$ cat src/hdl/sef_pkg.sv
// ----------------------------------------------------------------
// Register map and field layout of the event status flags
// ----------------------------------------------------------------
package sef_pkg;

  // Data width of every status register
  localparam int SEF_DATA_W = 8;

  // ----------------------------------------------------------------
  // Register addresses on the serial register port
  // ----------------------------------------------------------------
  localparam logic [7:0] SEF_ADDR_PRIMARY   = 8'hb7;  // Primary event status, write one to clear
  localparam logic [7:0] SEF_ADDR_SECONDARY = 8'hb8;  // Valid and proximity saturation detail
  localparam logic [7:0] SEF_ADDR_SYSDETAIL = 8'hbb;  // System event detail

  // ----------------------------------------------------------------
  // Reset values
  // ----------------------------------------------------------------
  localparam logic [7:0] SEF_RST_PRIMARY   = 8'h00;
  localparam logic [7:0] SEF_RST_SECONDARY = 8'h00;
  localparam logic [7:0] SEF_RST_SYSDETAIL = 8'h00;
  localparam logic [7:0] SEF_RST_RDATA     = 8'h00;

  // ----------------------------------------------------------------
  // Primary status bit positions
  // ----------------------------------------------------------------
  localparam int SEF_BIT_AMB_SAT   = 7;  // Ambient saturation
  localparam int SEF_BIT_FLK_SAT   = 6;  // Flicker saturation
  localparam int SEF_BIT_PROX_SAT  = 5;  // Proximity saturation
  localparam int SEF_BIT_PROX_EVT  = 4;  // Proximity threshold event
  localparam int SEF_BIT_AMB_EVT   = 3;  // Ambient threshold event
  localparam int SEF_BIT_BUF_EVT   = 2;  // Buffer level event
  localparam int SEF_BIT_CAL_EVT   = 1;  // Calibration event
  localparam int SEF_BIT_SYS_EVT   = 0;  // System event summary

  // ----------------------------------------------------------------
  // Secondary status bit positions
  // ----------------------------------------------------------------
  localparam int SEF_BIT_PROX_VALID = 7;  // Proximity result valid
  localparam int SEF_BIT_AMB_VALID  = 6;  // Ambient result valid
  localparam int SEF_SAT_DETAIL_W   = 6;  // Per-channel saturation detail, bits 5..0

  // ----------------------------------------------------------------
  // System detail bit positions
  // ----------------------------------------------------------------
  localparam int SEF_BIT_FLK_CHANGE = 3;  // Flicker result changed
  localparam int SEF_BIT_SYNC_ERR   = 0;  // Synchronisation error

  // ----------------------------------------------------------------
  // Calibration cause positions
  // ----------------------------------------------------------------
  localparam int SEF_CAUSE_W        = 4;
  localparam int SEF_CAUSE_DONE     = 0;  // Calibration finished
  localparam int SEF_CAUSE_ZEROS    = 1;  // Too many zero samples
  localparam int SEF_CAUSE_BASELINE = 2;  // Baseline decreased
  localparam int SEF_CAUSE_OFFSET   = 3;  // Offset register adjusted

  // ----------------------------------------------------------------
  // Slots of the internal sticky flag vector
  // ----------------------------------------------------------------
  localparam int SEF_NFLAGS         = 16;
  localparam int SEF_SLOT_AMB_VALID = 8;
  localparam int SEF_SLOT_PRX_VALID = 9;
  localparam int SEF_SLOT_SYNC_ERR  = 10;
  localparam int SEF_SLOT_FLK_CHG   = 11;
  localparam int SEF_SLOT_CAUSE     = 12;

endpackage

$ cat src/hdl/sef_flag.sv
`timescale 1ns/1ps
// ----------------------------------------------------------------
// One sticky flag: set wins over clear
// ----------------------------------------------------------------
module sef_flag
(
  input  wire logic clk,      // System clock
  input  wire logic rst,      // Asynchronous reset, high
  input  wire logic set_in,   // Event pulse
  input  wire logic clr_in,   // Clear request
  output logic      flag_q    // Flag, straight from the flop
);

  // Set has priority so an event in the clear cycle survives
  always_ff @(posedge clk or posedge rst)
  begin
    if (rst)
    begin
      flag_q <= 1'h0;
    end
    else if (set_in)
    begin
      flag_q <= 1'h1;
    end
    else if (clr_in)
    begin
      flag_q <= 1'h0;
    end
  end

endmodule

$ cat src/hdl/sef_status_flags.sv
`timescale 1ns/1ps
module sef_status_flags
  import sef_pkg::*;
(
  input  wire logic                         CLK_SYS,
  input  wire logic                         RESET,
  input  wire logic [7:0]                   REG_ADDR,
  input  wire logic                         REG_WR,
  input  wire logic                         REG_RD,
  input  wire logic [sef_pkg::SEF_DATA_W-1:0] REG_WDATA,
  output logic      [sef_pkg::SEF_DATA_W-1:0] REG_RDATA,
  input  wire logic                         AMBIENT_SATURATION_ENABLE,
  input  wire logic                         FLICKER_SATURATION_ENABLE,
  input  wire logic                         PROXIMITY_SATURATION_ENABLE,
  input  wire logic                         PROXIMITY_EVENT_ENABLE,
  input  wire logic                         AMBIENT_EVENT_ENABLE,
  input  wire logic                         BUFFER_EVENT_ENABLE,
  input  wire logic                         CALIBRATION_EVENT_ENABLE,
  input  wire logic                         SYSTEM_EVENT_ENABLE,
  input  wire logic                         FLICKER_CHANGE_SYSTEM_ENABLE,
  input  wire logic [sef_pkg::SEF_CAUSE_W-1:0] CALIB_FUNC_ENABLE,
  input  wire logic                         AMBIENT_SAT_EVENT,
  input  wire logic                         FLICKER_SAT_EVENT,
  input  wire logic                         PROX_SAT_EVENT,
  input  wire logic                         PROX_THRESHOLD_EVENT,
  input  wire logic                         AMBIENT_THRESHOLD_EVENT,
  input  wire logic [7:0]                   BUFFER_FILL_LEVEL,
  input  wire logic [7:0]                   BUFFER_THRESHOLD,
  input  wire logic                         CALIB_DONE_EVENT,
  input  wire logic                         ZERO_EXCESS_EVENT,
  input  wire logic                         BASELINE_DROP_EVENT,
  input  wire logic                         OFFSET_ADJUST_EVENT,
  input  wire logic [7:0]                   FLICKER_RESULT,
  input  wire logic                         SYNC_ERROR_EVENT,
  input  wire logic                         PROXIMITY_ENGINE_ENABLE,
  input  wire logic                         AMBIENT_ENGINE_ENABLE,
  input  wire logic                         PROX_CYCLE_DONE,
  input  wire logic                         AMBIENT_CYCLE_DONE,
  input  wire logic                         PROXIMITY_RESULT_READ,
  input  wire logic                         AMBIENT_STATUS_READ,
  input  wire logic [sef_pkg::SEF_SAT_DETAIL_W-1:0] PROX_SAT_DETAIL,
  output logic      [sef_pkg::SEF_DATA_W-1:0] PRIMARY_FLAGS,
  output logic      [sef_pkg::SEF_CAUSE_W-1:0] CALIB_CAUSE
);

  import sef_pkg::*;
  // ----------------------------------------------------------------
  // Address decode helper
  // ----------------------------------------------------------------
  // Shared by the write clear and the read mux
  function automatic logic addr_hit(input logic [7:0] addr, input logic [7:0] target);
    addr_hit = (addr == target);
  endfunction

  // ----------------------------------------------------------------
  // Declarations
  // ----------------------------------------------------------------
  logic [SEF_NFLAGS-1:0]       flag_set;          // Set request per sticky flag
  logic [SEF_NFLAGS-1:0]       flag_clr;          // Clear request per sticky flag
  logic [SEF_NFLAGS-1:0]       flag_q;            // Sticky flag outputs
  logic [SEF_DATA_W-1:0]       prim_clr;          // Write-one clear mask
  logic                        wr_primary;        // Write to primary status
  logic [SEF_CAUSE_W-1:0]      cause_hit;         // Enabled calibration causes
  logic                        buf_cond;          // Buffer level meets threshold
  logic                        buf_set;           // Buffer event this cycle
  logic                        flk_change;        // Flicker result changed
  logic                        sys_detail_evt;    // Any new system detail event
  logic                        prox_en_rise;      // Proximity engine switched on
  logic                        amb_en_rise;       // Ambient engine switched on
  logic [7:0]                  buf_level_reg;     // Last buffer level
  logic                        buf_cond_reg;      // Last buffer condition
  logic [7:0]                  flk_prev_reg;      // Last flicker result
  logic                        flk_primed_reg;    // First flicker sample taken
  logic                        prox_en_reg;       // Last proximity engine enable
  logic                        amb_en_reg;        // Last ambient engine enable
  logic [SEF_SAT_DETAIL_W-1:0] sat_detail_reg;    // Saturation detail
  logic [SEF_DATA_W-1:0]       rdata_next;        // Read mux value
  logic [SEF_DATA_W-1:0]       secondary_view;    // Secondary register image
  logic [SEF_DATA_W-1:0]       sysdetail_view;    // System detail image

  // ----------------------------------------------------------------
  // Write decode
  // ----------------------------------------------------------------
  // Only ones in the written byte clear; zeros are ignored
  assign wr_primary = REG_WR & addr_hit(REG_ADDR, SEF_ADDR_PRIMARY);
  assign prim_clr   = wr_primary ? REG_WDATA : SEF_RST_PRIMARY;

  // ----------------------------------------------------------------
  // Event conditioning
  // ----------------------------------------------------------------
  // Buffer condition: nonzero level at or above threshold
  assign buf_cond = (BUFFER_FILL_LEVEL >= BUFFER_THRESHOLD) && (BUFFER_FILL_LEVEL != 8'h00);

  // Retrigger on new data so a clear without draining does not stick
  assign buf_set = buf_cond && (!buf_cond_reg || (BUFFER_FILL_LEVEL > buf_level_reg));

  // Each calibration cause only counts when its function is on
  assign cause_hit = CALIB_FUNC_ENABLE &
                     {OFFSET_ADJUST_EVENT, BASELINE_DROP_EVENT, ZERO_EXCESS_EVENT, CALIB_DONE_EVENT};

  // Ignore the very first sample, it carries no change
  assign flk_change = flk_primed_reg && (FLICKER_RESULT != flk_prev_reg);

  // System summary follows any detail event that is set
  assign sys_detail_evt = (flk_change & FLICKER_CHANGE_SYSTEM_ENABLE) | SYNC_ERROR_EVENT;

  // Engine enable rising edges restart the valid flags
  assign prox_en_rise = PROXIMITY_ENGINE_ENABLE & ~prox_en_reg;
  assign amb_en_rise  = AMBIENT_ENGINE_ENABLE & ~amb_en_reg;

  // ----------------------------------------------------------------
  // History registers
  // ----------------------------------------------------------------
  // Buffer level history for the retrigger
  always_ff @(posedge CLK_SYS or posedge RESET)
  begin
    if (RESET)
    begin
      buf_level_reg <= 8'h00;
      buf_cond_reg  <= 1'h0;
    end
    else
    begin
      buf_level_reg <= BUFFER_FILL_LEVEL;
      buf_cond_reg  <= buf_cond;
    end
  end

  // Flicker result history for change detection
  always_ff @(posedge CLK_SYS or posedge RESET)
  begin
    if (RESET)
    begin
      flk_prev_reg   <= 8'h00;
      flk_primed_reg <= 1'h0;
    end
    else
    begin
      flk_prev_reg   <= FLICKER_RESULT;
      flk_primed_reg <= 1'h1;
    end
  end

  // Engine enable history for edge detection
  always_ff @(posedge CLK_SYS or posedge RESET)
  begin
    if (RESET)
    begin
      prox_en_reg <= 1'h0;
      amb_en_reg  <= 1'h0;
    end
    else
    begin
      prox_en_reg <= PROXIMITY_ENGINE_ENABLE;
      amb_en_reg  <= AMBIENT_ENGINE_ENABLE;
    end
  end

  // Per-channel saturation detail tracks the proximity front end
  always_ff @(posedge CLK_SYS or posedge RESET)
  begin
    if (RESET)
    begin
      sat_detail_reg <= SEF_RST_SECONDARY[SEF_SAT_DETAIL_W-1:0];
    end
    else
    begin
      sat_detail_reg <= PROX_SAT_DETAIL;
    end
  end

  // ----------------------------------------------------------------
  // Set and clear requests
  // ----------------------------------------------------------------
  // Gated by each enable so disabled sources never raise a primary flag
  always_comb
  begin
    flag_set = '0;
    flag_clr = '0;
    flag_set[SEF_BIT_AMB_SAT]  = AMBIENT_SAT_EVENT & AMBIENT_SATURATION_ENABLE;
    flag_set[SEF_BIT_FLK_SAT]  = FLICKER_SAT_EVENT & FLICKER_SATURATION_ENABLE;
    flag_set[SEF_BIT_PROX_SAT] = PROX_SAT_EVENT & PROXIMITY_SATURATION_ENABLE;
    flag_set[SEF_BIT_PROX_EVT] = PROX_THRESHOLD_EVENT & PROXIMITY_EVENT_ENABLE;
    flag_set[SEF_BIT_AMB_EVT]  = AMBIENT_THRESHOLD_EVENT & AMBIENT_EVENT_ENABLE;
    flag_set[SEF_BIT_BUF_EVT]  = buf_set & BUFFER_EVENT_ENABLE;
    flag_set[SEF_BIT_CAL_EVT]  = (|cause_hit) & CALIBRATION_EVENT_ENABLE;
    flag_set[SEF_BIT_SYS_EVT]  = sys_detail_evt & SYSTEM_EVENT_ENABLE;
    flag_clr[SEF_DATA_W-1:0]   = prim_clr;
    // Valid flags: cycle done sets, restart or readout clears
    flag_set[SEF_SLOT_PRX_VALID] = PROX_CYCLE_DONE;
    flag_clr[SEF_SLOT_PRX_VALID] = prox_en_rise | PROXIMITY_RESULT_READ;
    flag_set[SEF_SLOT_AMB_VALID] = AMBIENT_CYCLE_DONE;
    flag_clr[SEF_SLOT_AMB_VALID] = amb_en_rise | AMBIENT_STATUS_READ;
    // Detail and cause bits go with their summary bit
    flag_set[SEF_SLOT_FLK_CHG]  = flk_change & FLICKER_CHANGE_SYSTEM_ENABLE;
    flag_clr[SEF_SLOT_FLK_CHG]  = prim_clr[SEF_BIT_SYS_EVT];
    flag_set[SEF_SLOT_SYNC_ERR] = SYNC_ERROR_EVENT;
    flag_clr[SEF_SLOT_SYNC_ERR] = prim_clr[SEF_BIT_SYS_EVT];
    flag_set[SEF_SLOT_CAUSE +: SEF_CAUSE_W] = cause_hit;
    flag_clr[SEF_SLOT_CAUSE +: SEF_CAUSE_W] = {SEF_CAUSE_W{prim_clr[SEF_BIT_CAL_EVT]}};
  end

  // ----------------------------------------------------------------
  // Sticky flags
  // ----------------------------------------------------------------
  // One cell per flag; set beats clear inside each cell
  genvar gi;
  generate
    for (gi = 0; gi < SEF_NFLAGS; gi++)
    begin : g_flag
      sef_flag u_flag
      (
        .clk    (CLK_SYS),
        .rst    (RESET),
        .set_in (flag_set[gi]),
        .clr_in (flag_clr[gi]),
        .flag_q (flag_q[gi])
      );
    end
  endgenerate

  // Flags leave straight from their flops
  assign PRIMARY_FLAGS = flag_q[SEF_DATA_W-1:0];
  assign CALIB_CAUSE   = flag_q[SEF_SLOT_CAUSE +: SEF_CAUSE_W];

  // ----------------------------------------------------------------
  // Read path
  // ----------------------------------------------------------------
  // Register images; reserved bits read zero
  always_comb
  begin
    secondary_view = SEF_RST_SECONDARY;
    secondary_view[SEF_BIT_PROX_VALID] = flag_q[SEF_SLOT_PRX_VALID];
    secondary_view[SEF_BIT_AMB_VALID]  = flag_q[SEF_SLOT_AMB_VALID];
    secondary_view[SEF_SAT_DETAIL_W-1:0] = sat_detail_reg;
    sysdetail_view = SEF_RST_SYSDETAIL;
    sysdetail_view[SEF_BIT_FLK_CHANGE] = flag_q[SEF_SLOT_FLK_CHG];
    sysdetail_view[SEF_BIT_SYNC_ERR]   = flag_q[SEF_SLOT_SYNC_ERR];
  end

  // Unmapped addresses answer zero
  always_comb
  begin
    rdata_next = SEF_RST_RDATA;
    if (addr_hit(REG_ADDR, SEF_ADDR_PRIMARY))
    begin
      rdata_next = flag_q[SEF_DATA_W-1:0];
    end
    else if (addr_hit(REG_ADDR, SEF_ADDR_SECONDARY))
    begin
      rdata_next = secondary_view;
    end
    else if (addr_hit(REG_ADDR, SEF_ADDR_SYSDETAIL))
    begin
      rdata_next = sysdetail_view;
    end
  end

  // Read data captured one cycle after the strobe, held until the next
  always_ff @(posedge CLK_SYS or posedge RESET)
  begin
    if (RESET)
    begin
      REG_RDATA <= SEF_RST_RDATA;
    end
    else if (REG_RD)
    begin
      REG_RDATA <= rdata_next;
    end
  end

  // ----------------------------------------------------------------
  // Assertions
  // ----------------------------------------------------------------
  w1c_clears_a: assert property (@(posedge CLK_SYS) disable iff (RESET)
    wr_primary |=> ((PRIMARY_FLAGS & $past(REG_WDATA) & ~$past(flag_set[SEF_DATA_W-1:0])) == 8'h00))
    else $error("Primary flag not cleared by write one");
  zero_keeps_a: assert property (@(posedge CLK_SYS) disable iff (RESET)
    wr_primary |=> ((~$past(REG_WDATA) & $past(PRIMARY_FLAGS) & ~PRIMARY_FLAGS) == 8'h00))
    else $error("Primary flag lost on zero write");
  set_wins_a: assert property (@(posedge CLK_SYS) disable iff (RESET)
    (flag_set[SEF_DATA_W-1:0] != 8'h00) |=>
      ((PRIMARY_FLAGS & $past(flag_set[SEF_DATA_W-1:0])) == $past(flag_set[SEF_DATA_W-1:0])))
    else $error("Event lost against clear");
  amb_sat_gate_a: assert property (@(posedge CLK_SYS) disable iff (RESET)
    $rose(PRIMARY_FLAGS[SEF_BIT_AMB_SAT]) |-> $past(AMBIENT_SAT_EVENT && AMBIENT_SATURATION_ENABLE))
    else $error("Ambient saturation flag rose without enabled event");
  prox_evt_set_a: assert property (@(posedge CLK_SYS) disable iff (RESET)
    (PROX_THRESHOLD_EVENT && PROXIMITY_EVENT_ENABLE) |=> PRIMARY_FLAGS[SEF_BIT_PROX_EVT])
    else $error("Proximity event flag not set");
  buf_reassert_a: assert property (@(posedge CLK_SYS) disable iff (RESET)
    (wr_primary && REG_WDATA[SEF_BIT_BUF_EVT] && !buf_set) ##1
      (buf_cond && BUFFER_FILL_LEVEL > buf_level_reg && BUFFER_EVENT_ENABLE) |=> PRIMARY_FLAGS[SEF_BIT_BUF_EVT])
    else $error("Buffer flag did not reassert on new data");
  cal_cause_a: assert property (@(posedge CLK_SYS) disable iff (RESET)
    ((cause_hit != 4'h0) && CALIBRATION_EVENT_ENABLE) |=>
      (PRIMARY_FLAGS[SEF_BIT_CAL_EVT] && ((CALIB_CAUSE & $past(cause_hit)) == $past(cause_hit))))
    else $error("Calibration flag or cause missing");
  sys_summary_a: assert property (@(posedge CLK_SYS) disable iff (RESET)
    $rose(PRIMARY_FLAGS[SEF_BIT_SYS_EVT]) |-> $past(sys_detail_evt && SYSTEM_EVENT_ENABLE))
    else $error("System flag rose without detail event");
  flk_detail_a: assert property (@(posedge CLK_SYS) disable iff (RESET)
    (flk_primed_reg && FLICKER_RESULT != flk_prev_reg && FLICKER_CHANGE_SYSTEM_ENABLE) |=>
      flag_q[SEF_SLOT_FLK_CHG])
    else $error("Flicker change detail not set");
  prox_valid_a: assert property (@(posedge CLK_SYS) disable iff (RESET)
    (PROXIMITY_RESULT_READ && !PROX_CYCLE_DONE) ##1 (!PROX_CYCLE_DONE) |=> !flag_q[SEF_SLOT_PRX_VALID])
    else $error("Proximity valid not cleared by readout");
  amb_valid_a: assert property (@(posedge CLK_SYS) disable iff (RESET)
    AMBIENT_CYCLE_DONE |=> flag_q[SEF_SLOT_AMB_VALID])
    else $error("Ambient valid not set after cycle");
  sat_detail_a: assert property (@(posedge CLK_SYS) disable iff (RESET)
    ##1 (sat_detail_reg == $past(PROX_SAT_DETAIL)))
    else $error("Saturation detail does not follow front end");
  read_data_a: assert property (@(posedge CLK_SYS) disable iff (RESET)
    (REG_RD && addr_hit(REG_ADDR, SEF_ADDR_PRIMARY)) |=> (REG_RDATA == $past(PRIMARY_FLAGS)))
    else $error("Primary read data wrong");

endmodule

$ cat config.mk
export PLATFORM = sky130hd
export DESIGN_NAME = sef_status_flags
export DESIGN_NICKNAME = d
export VERILOG_FILES = /design/src/hdl/sef_pkg.sv /design/src/hdl/sef_flag.sv /design/src/hdl/sef_status_flags.sv
export SDC_FILE = /design/constraint.sdc
export NUM_CORES = 1
export LEC_CHECK = 0
export BUFFER_PORTS_ARGS = -buffer_cell sky130_fd_sc_hd__buf_2
export CELL_PAD_IN_SITES_DETAIL_PLACEMENT = 2
export CELL_PAD_IN_SITES_GLOBAL_PLACEMENT = 2
export CORE_ASPECT_RATIO = 1.2
export CORE_MARGIN = 2
export CORE_UTILIZATION = 28
export DETAILED_ROUTE_END_ITERATION = 12
export HOLD_SLACK_MARGIN = 0.08
export PLACE_DENSITY_LB_ADDON = 0.1
export SYNTH_ARGS = -nofsm -noshare
export SYNTH_HDL_FRONTEND = slang
export SYNTH_SLANG_ARGS = --single-unit
$ cat constraint.sdc
create_clock -name CLK_SYS -period 1.9 [get_ports CLK_SYS]
set_input_delay 0.19 -clock CLK_SYS [delete_from_list [all_inputs] [get_ports CLK_SYS]]
set_output_delay 0.19 -clock CLK_SYS [all_outputs]
set_load 0.05 [all_outputs]
==> results_dict.tcl <==
set metrics [dict create \
    outcome "finished, final reports clean" \
    worst_pin_slew_ns 0.540 \
    ios 99 \
    regMostFlops "g_flag.u_flag.flag_q" \
    postRouteAntennaNets 0 \
    setup_tns_ns 0 \
    via_count 1974 \
    drtIter0Drc 34 \
    slew_headroom_pct 63.9 \
    synth.most_common_cell "dfrtp_1" \
    critical_path_class "in -> reg" \
    worstSkewPairLatency_ns 0.31 \
    fp.dieW_um 87.0 \
    clockBufferDepth 2 \
    htree_levels 2 \
    critical_path.max_fanout 4 \
    slowest_delay_ns 0.52 \
    crit_buf_inv 2 \
    synth_area_leaders "dfrtp_1 (54%), ha_1 (8.7%), a22o_1 (4.5%)" \
    skew_ns 0.00818 \
    start_util_pct 28.7 \
    finalCritPeriodShare_pct 93.3 \
    postCtsSetupRepairBufs 0 \
    n_antenna_cell 0 \
    leakage_nw 1.58 \
    synth_top_area_share_pct 54.1 \
    drv_cap 0 \
    largest_reg_flops 16 \
    routed_wl_mm 6.44 \
    total_power_mw 2.27 \
    final_max_slew_viol_count 0 \
    crit_slowest_cell "dlygate4sd3_1" \
    rsz0062_at_grt "false" \
    synth-seq-cells 50 \
    syn_nets 299 \
    antenna_found_initial 0 \
    cts_tree "done" \
    viasPerCell 4.71 \
    reg2reg_slack_ns 0.36 \
    hold_viol 0 \
    peakVddDrop_v 0.000270 \
    grt_max_degree 25 \
    yosysWarningCount 0 \
    ys_seq_area_share_pct 54.1 \
    cp-start-kind "primary input" \
    area_delta_synth_final_pct 39.3 \
    drc 0 \
    grt-ovfl-total 0 \
    grt_pass1_wl_mm 10.7 \
    cp.required_ns 2.10 \
    ys.flop_type "dfrtp_1" \
    endpoint_kind "flip-flop" \
    clock_sinks 50 \
    hold_path_depth 2 \
    grt_use_total_pct 15.2 \
    dieArea_um2 9010 \
    gp_congestion 0.680 \
    crit_arrival_ns 1.97 \
    synth.top_cells.by_count "dfrtp_1 (50), inv_1 (19), ha_1 (16)" \
    synth_edf_count 0 \
    synth_top_area_cell "dfrtp_1" \
    grt_pass1_vias 2237 \
    cp_top_family "compound AO/OA/AOI/OAI gates" \
    syn_inst 204 \
    clk_pin_slew_ns 0.10 \
    core_area_um2 8060 \
    port_buffers 98 \
    synth_area_per_cell_um2 11.3 \
    reg2reg_from "buf_level_reg[1]" \
    fp.dieH_um 104 \
    drive_gt1_share_pct 36.4 \
    synth_area_um2 2310 \
    fin_crit_ns 1.77 \
    reg2reg_depth 7 \
    fmax_ghz 0.564 \
    p_per_area_nw_per_um2 705 \
    nFillCells 912 \
    r2r_end "g_flag[2].u_flag.flag_q" \
    dr.pass1.iters 4 \
    synth_cell_types 37 \
    hpwl_mm 4.73 \
    crit_chain "dlygate4sd3_1, buf_2, ha_1, a2111oi_1, o41ai_1, a32o_1" \
    fin_nets 418 \
    drt-wirelength-per-cell_um 15.4 \
    final-setup-viol-count 0 \
    clk_root_buffer_cell "clkbuf_8" \
    min-delay-start "CALIBRATION_EVENT_ENABLE" \
    cts_made_buffers 5 \
    min_path_type "in -> reg" \
    hold_end "g_flag[1].u_flag.flag_q" \
    ys_async_sr_fraction_pct 100 \
    rows 36 \
]
-- cells by family after synthesis --
| logic type | after synthesis | synth area share [%] |
|---|---|---|
| buffers and inverters | 36 | 8.49 |
| DFF | 50 | 54.1 |
| and+or+nand+nor | 41 | 9.41 |
| other | 1 | 0.162 |
| adders and majority gates | 16 | 8.65 |
| xor gates and xnor gates | 8 | 3.03 |
| AOI/OAI and AO/OA | 52 | 16.2 |
-- power by group --
group          switching, mW  total [mW]  internal [mW]
combinational          0.193       0.362          0.169
sequential            0.0176        1.13           1.11
clock                  0.388       0.783          0.395
-- metrics by stage --
step	instances	cell area, µm²	util [%]	setup slack (ns)	hold slack (ns)
6_report	419	3220	40.0	0.127	0.0936
5_1_grt	419	3220	40.0	0.0317	0.101
4_1_cts	419	3210	39.9	0.0443	0.0900
3_5_place_dp	383	2820	35.0	0.00278	0.279
3_3_place_gp	383	2820	35.0	0.192	0.263
2_1_floorplan	204	2310	-	0.406	0.221
-- placed cells by master, fill, tap and decap left out, types with 8 or more instances in the layout --
master and n:
nand2_1 13, buf_2 98, inv_1 18, a22oi_1 10, nor2_1 9, dlygate4sd3_1 28
a22o_1 12, dfrtp_1 50, a21oi_1 13, xor2_1 8, ha_1 16
-- layer usage --
layer  vias up  global-route usage [%]  share of wire, %
met5         -                       0                 0
met1       971                    18.0                39
met4         0                    4.35               1.3
met2        56                    27.4                56
met3         6                    2.63               4.0
li1        941                       -                 -
-- final cells by class --
| class | instances | area [µm²] | area share, % |
|---|---|---|---|
| Inverter | 19 | 71.3 | 2.21 |
| Tap cell | 95 | 119 | 3.69 |
| Timing Repair Buffer | 129 | 793 | 24.6 |
| Clock buffer | 5 | 68.8 | 2.14 |
| Sequential cell | 50 | 1250 | 38.8 |
| Clock inverter | 3 | 43.8 | 1.36 |
| Multi-Input combinational cell | 118 | 875 | 27.1 |
-- repair_timing --
| item | CTS | global route |
|---|---|---|
| gates resized for setup | 0 | 2 |
| endpoints found under the setup margin | 0 | 1 |
| endpoints found under the hold margin | 49 | 0 |
| hold buffers | 28 | 0 |
-- how the worst max path moves through the flow --
stage	startpoint	end	depth (start not counted)
3_3_place_gp	BUFFER_FILL_LEVEL[0]	g_flag[2].u_flag.flag_q	7
3_5_place_dp	BUFFER_FILL_LEVEL[0]	g_flag[2].u_flag.flag_q	7
6_report	BUFFER_FILL_LEVEL[2]	g_flag[2].u_flag.flag_q	6
5_1_grt	BUFFER_FILL_LEVEL[2]	g_flag[2].u_flag.flag_q	6
2_1_floorplan	BUFFER_FILL_LEVEL[0]	g_flag[2].u_flag.flag_q	6
4_1_cts	BUFFER_FILL_LEVEL[2]	g_flag[2].u_flag.flag_q	6
Note: power is estimated with default switching activity, not from simulation.
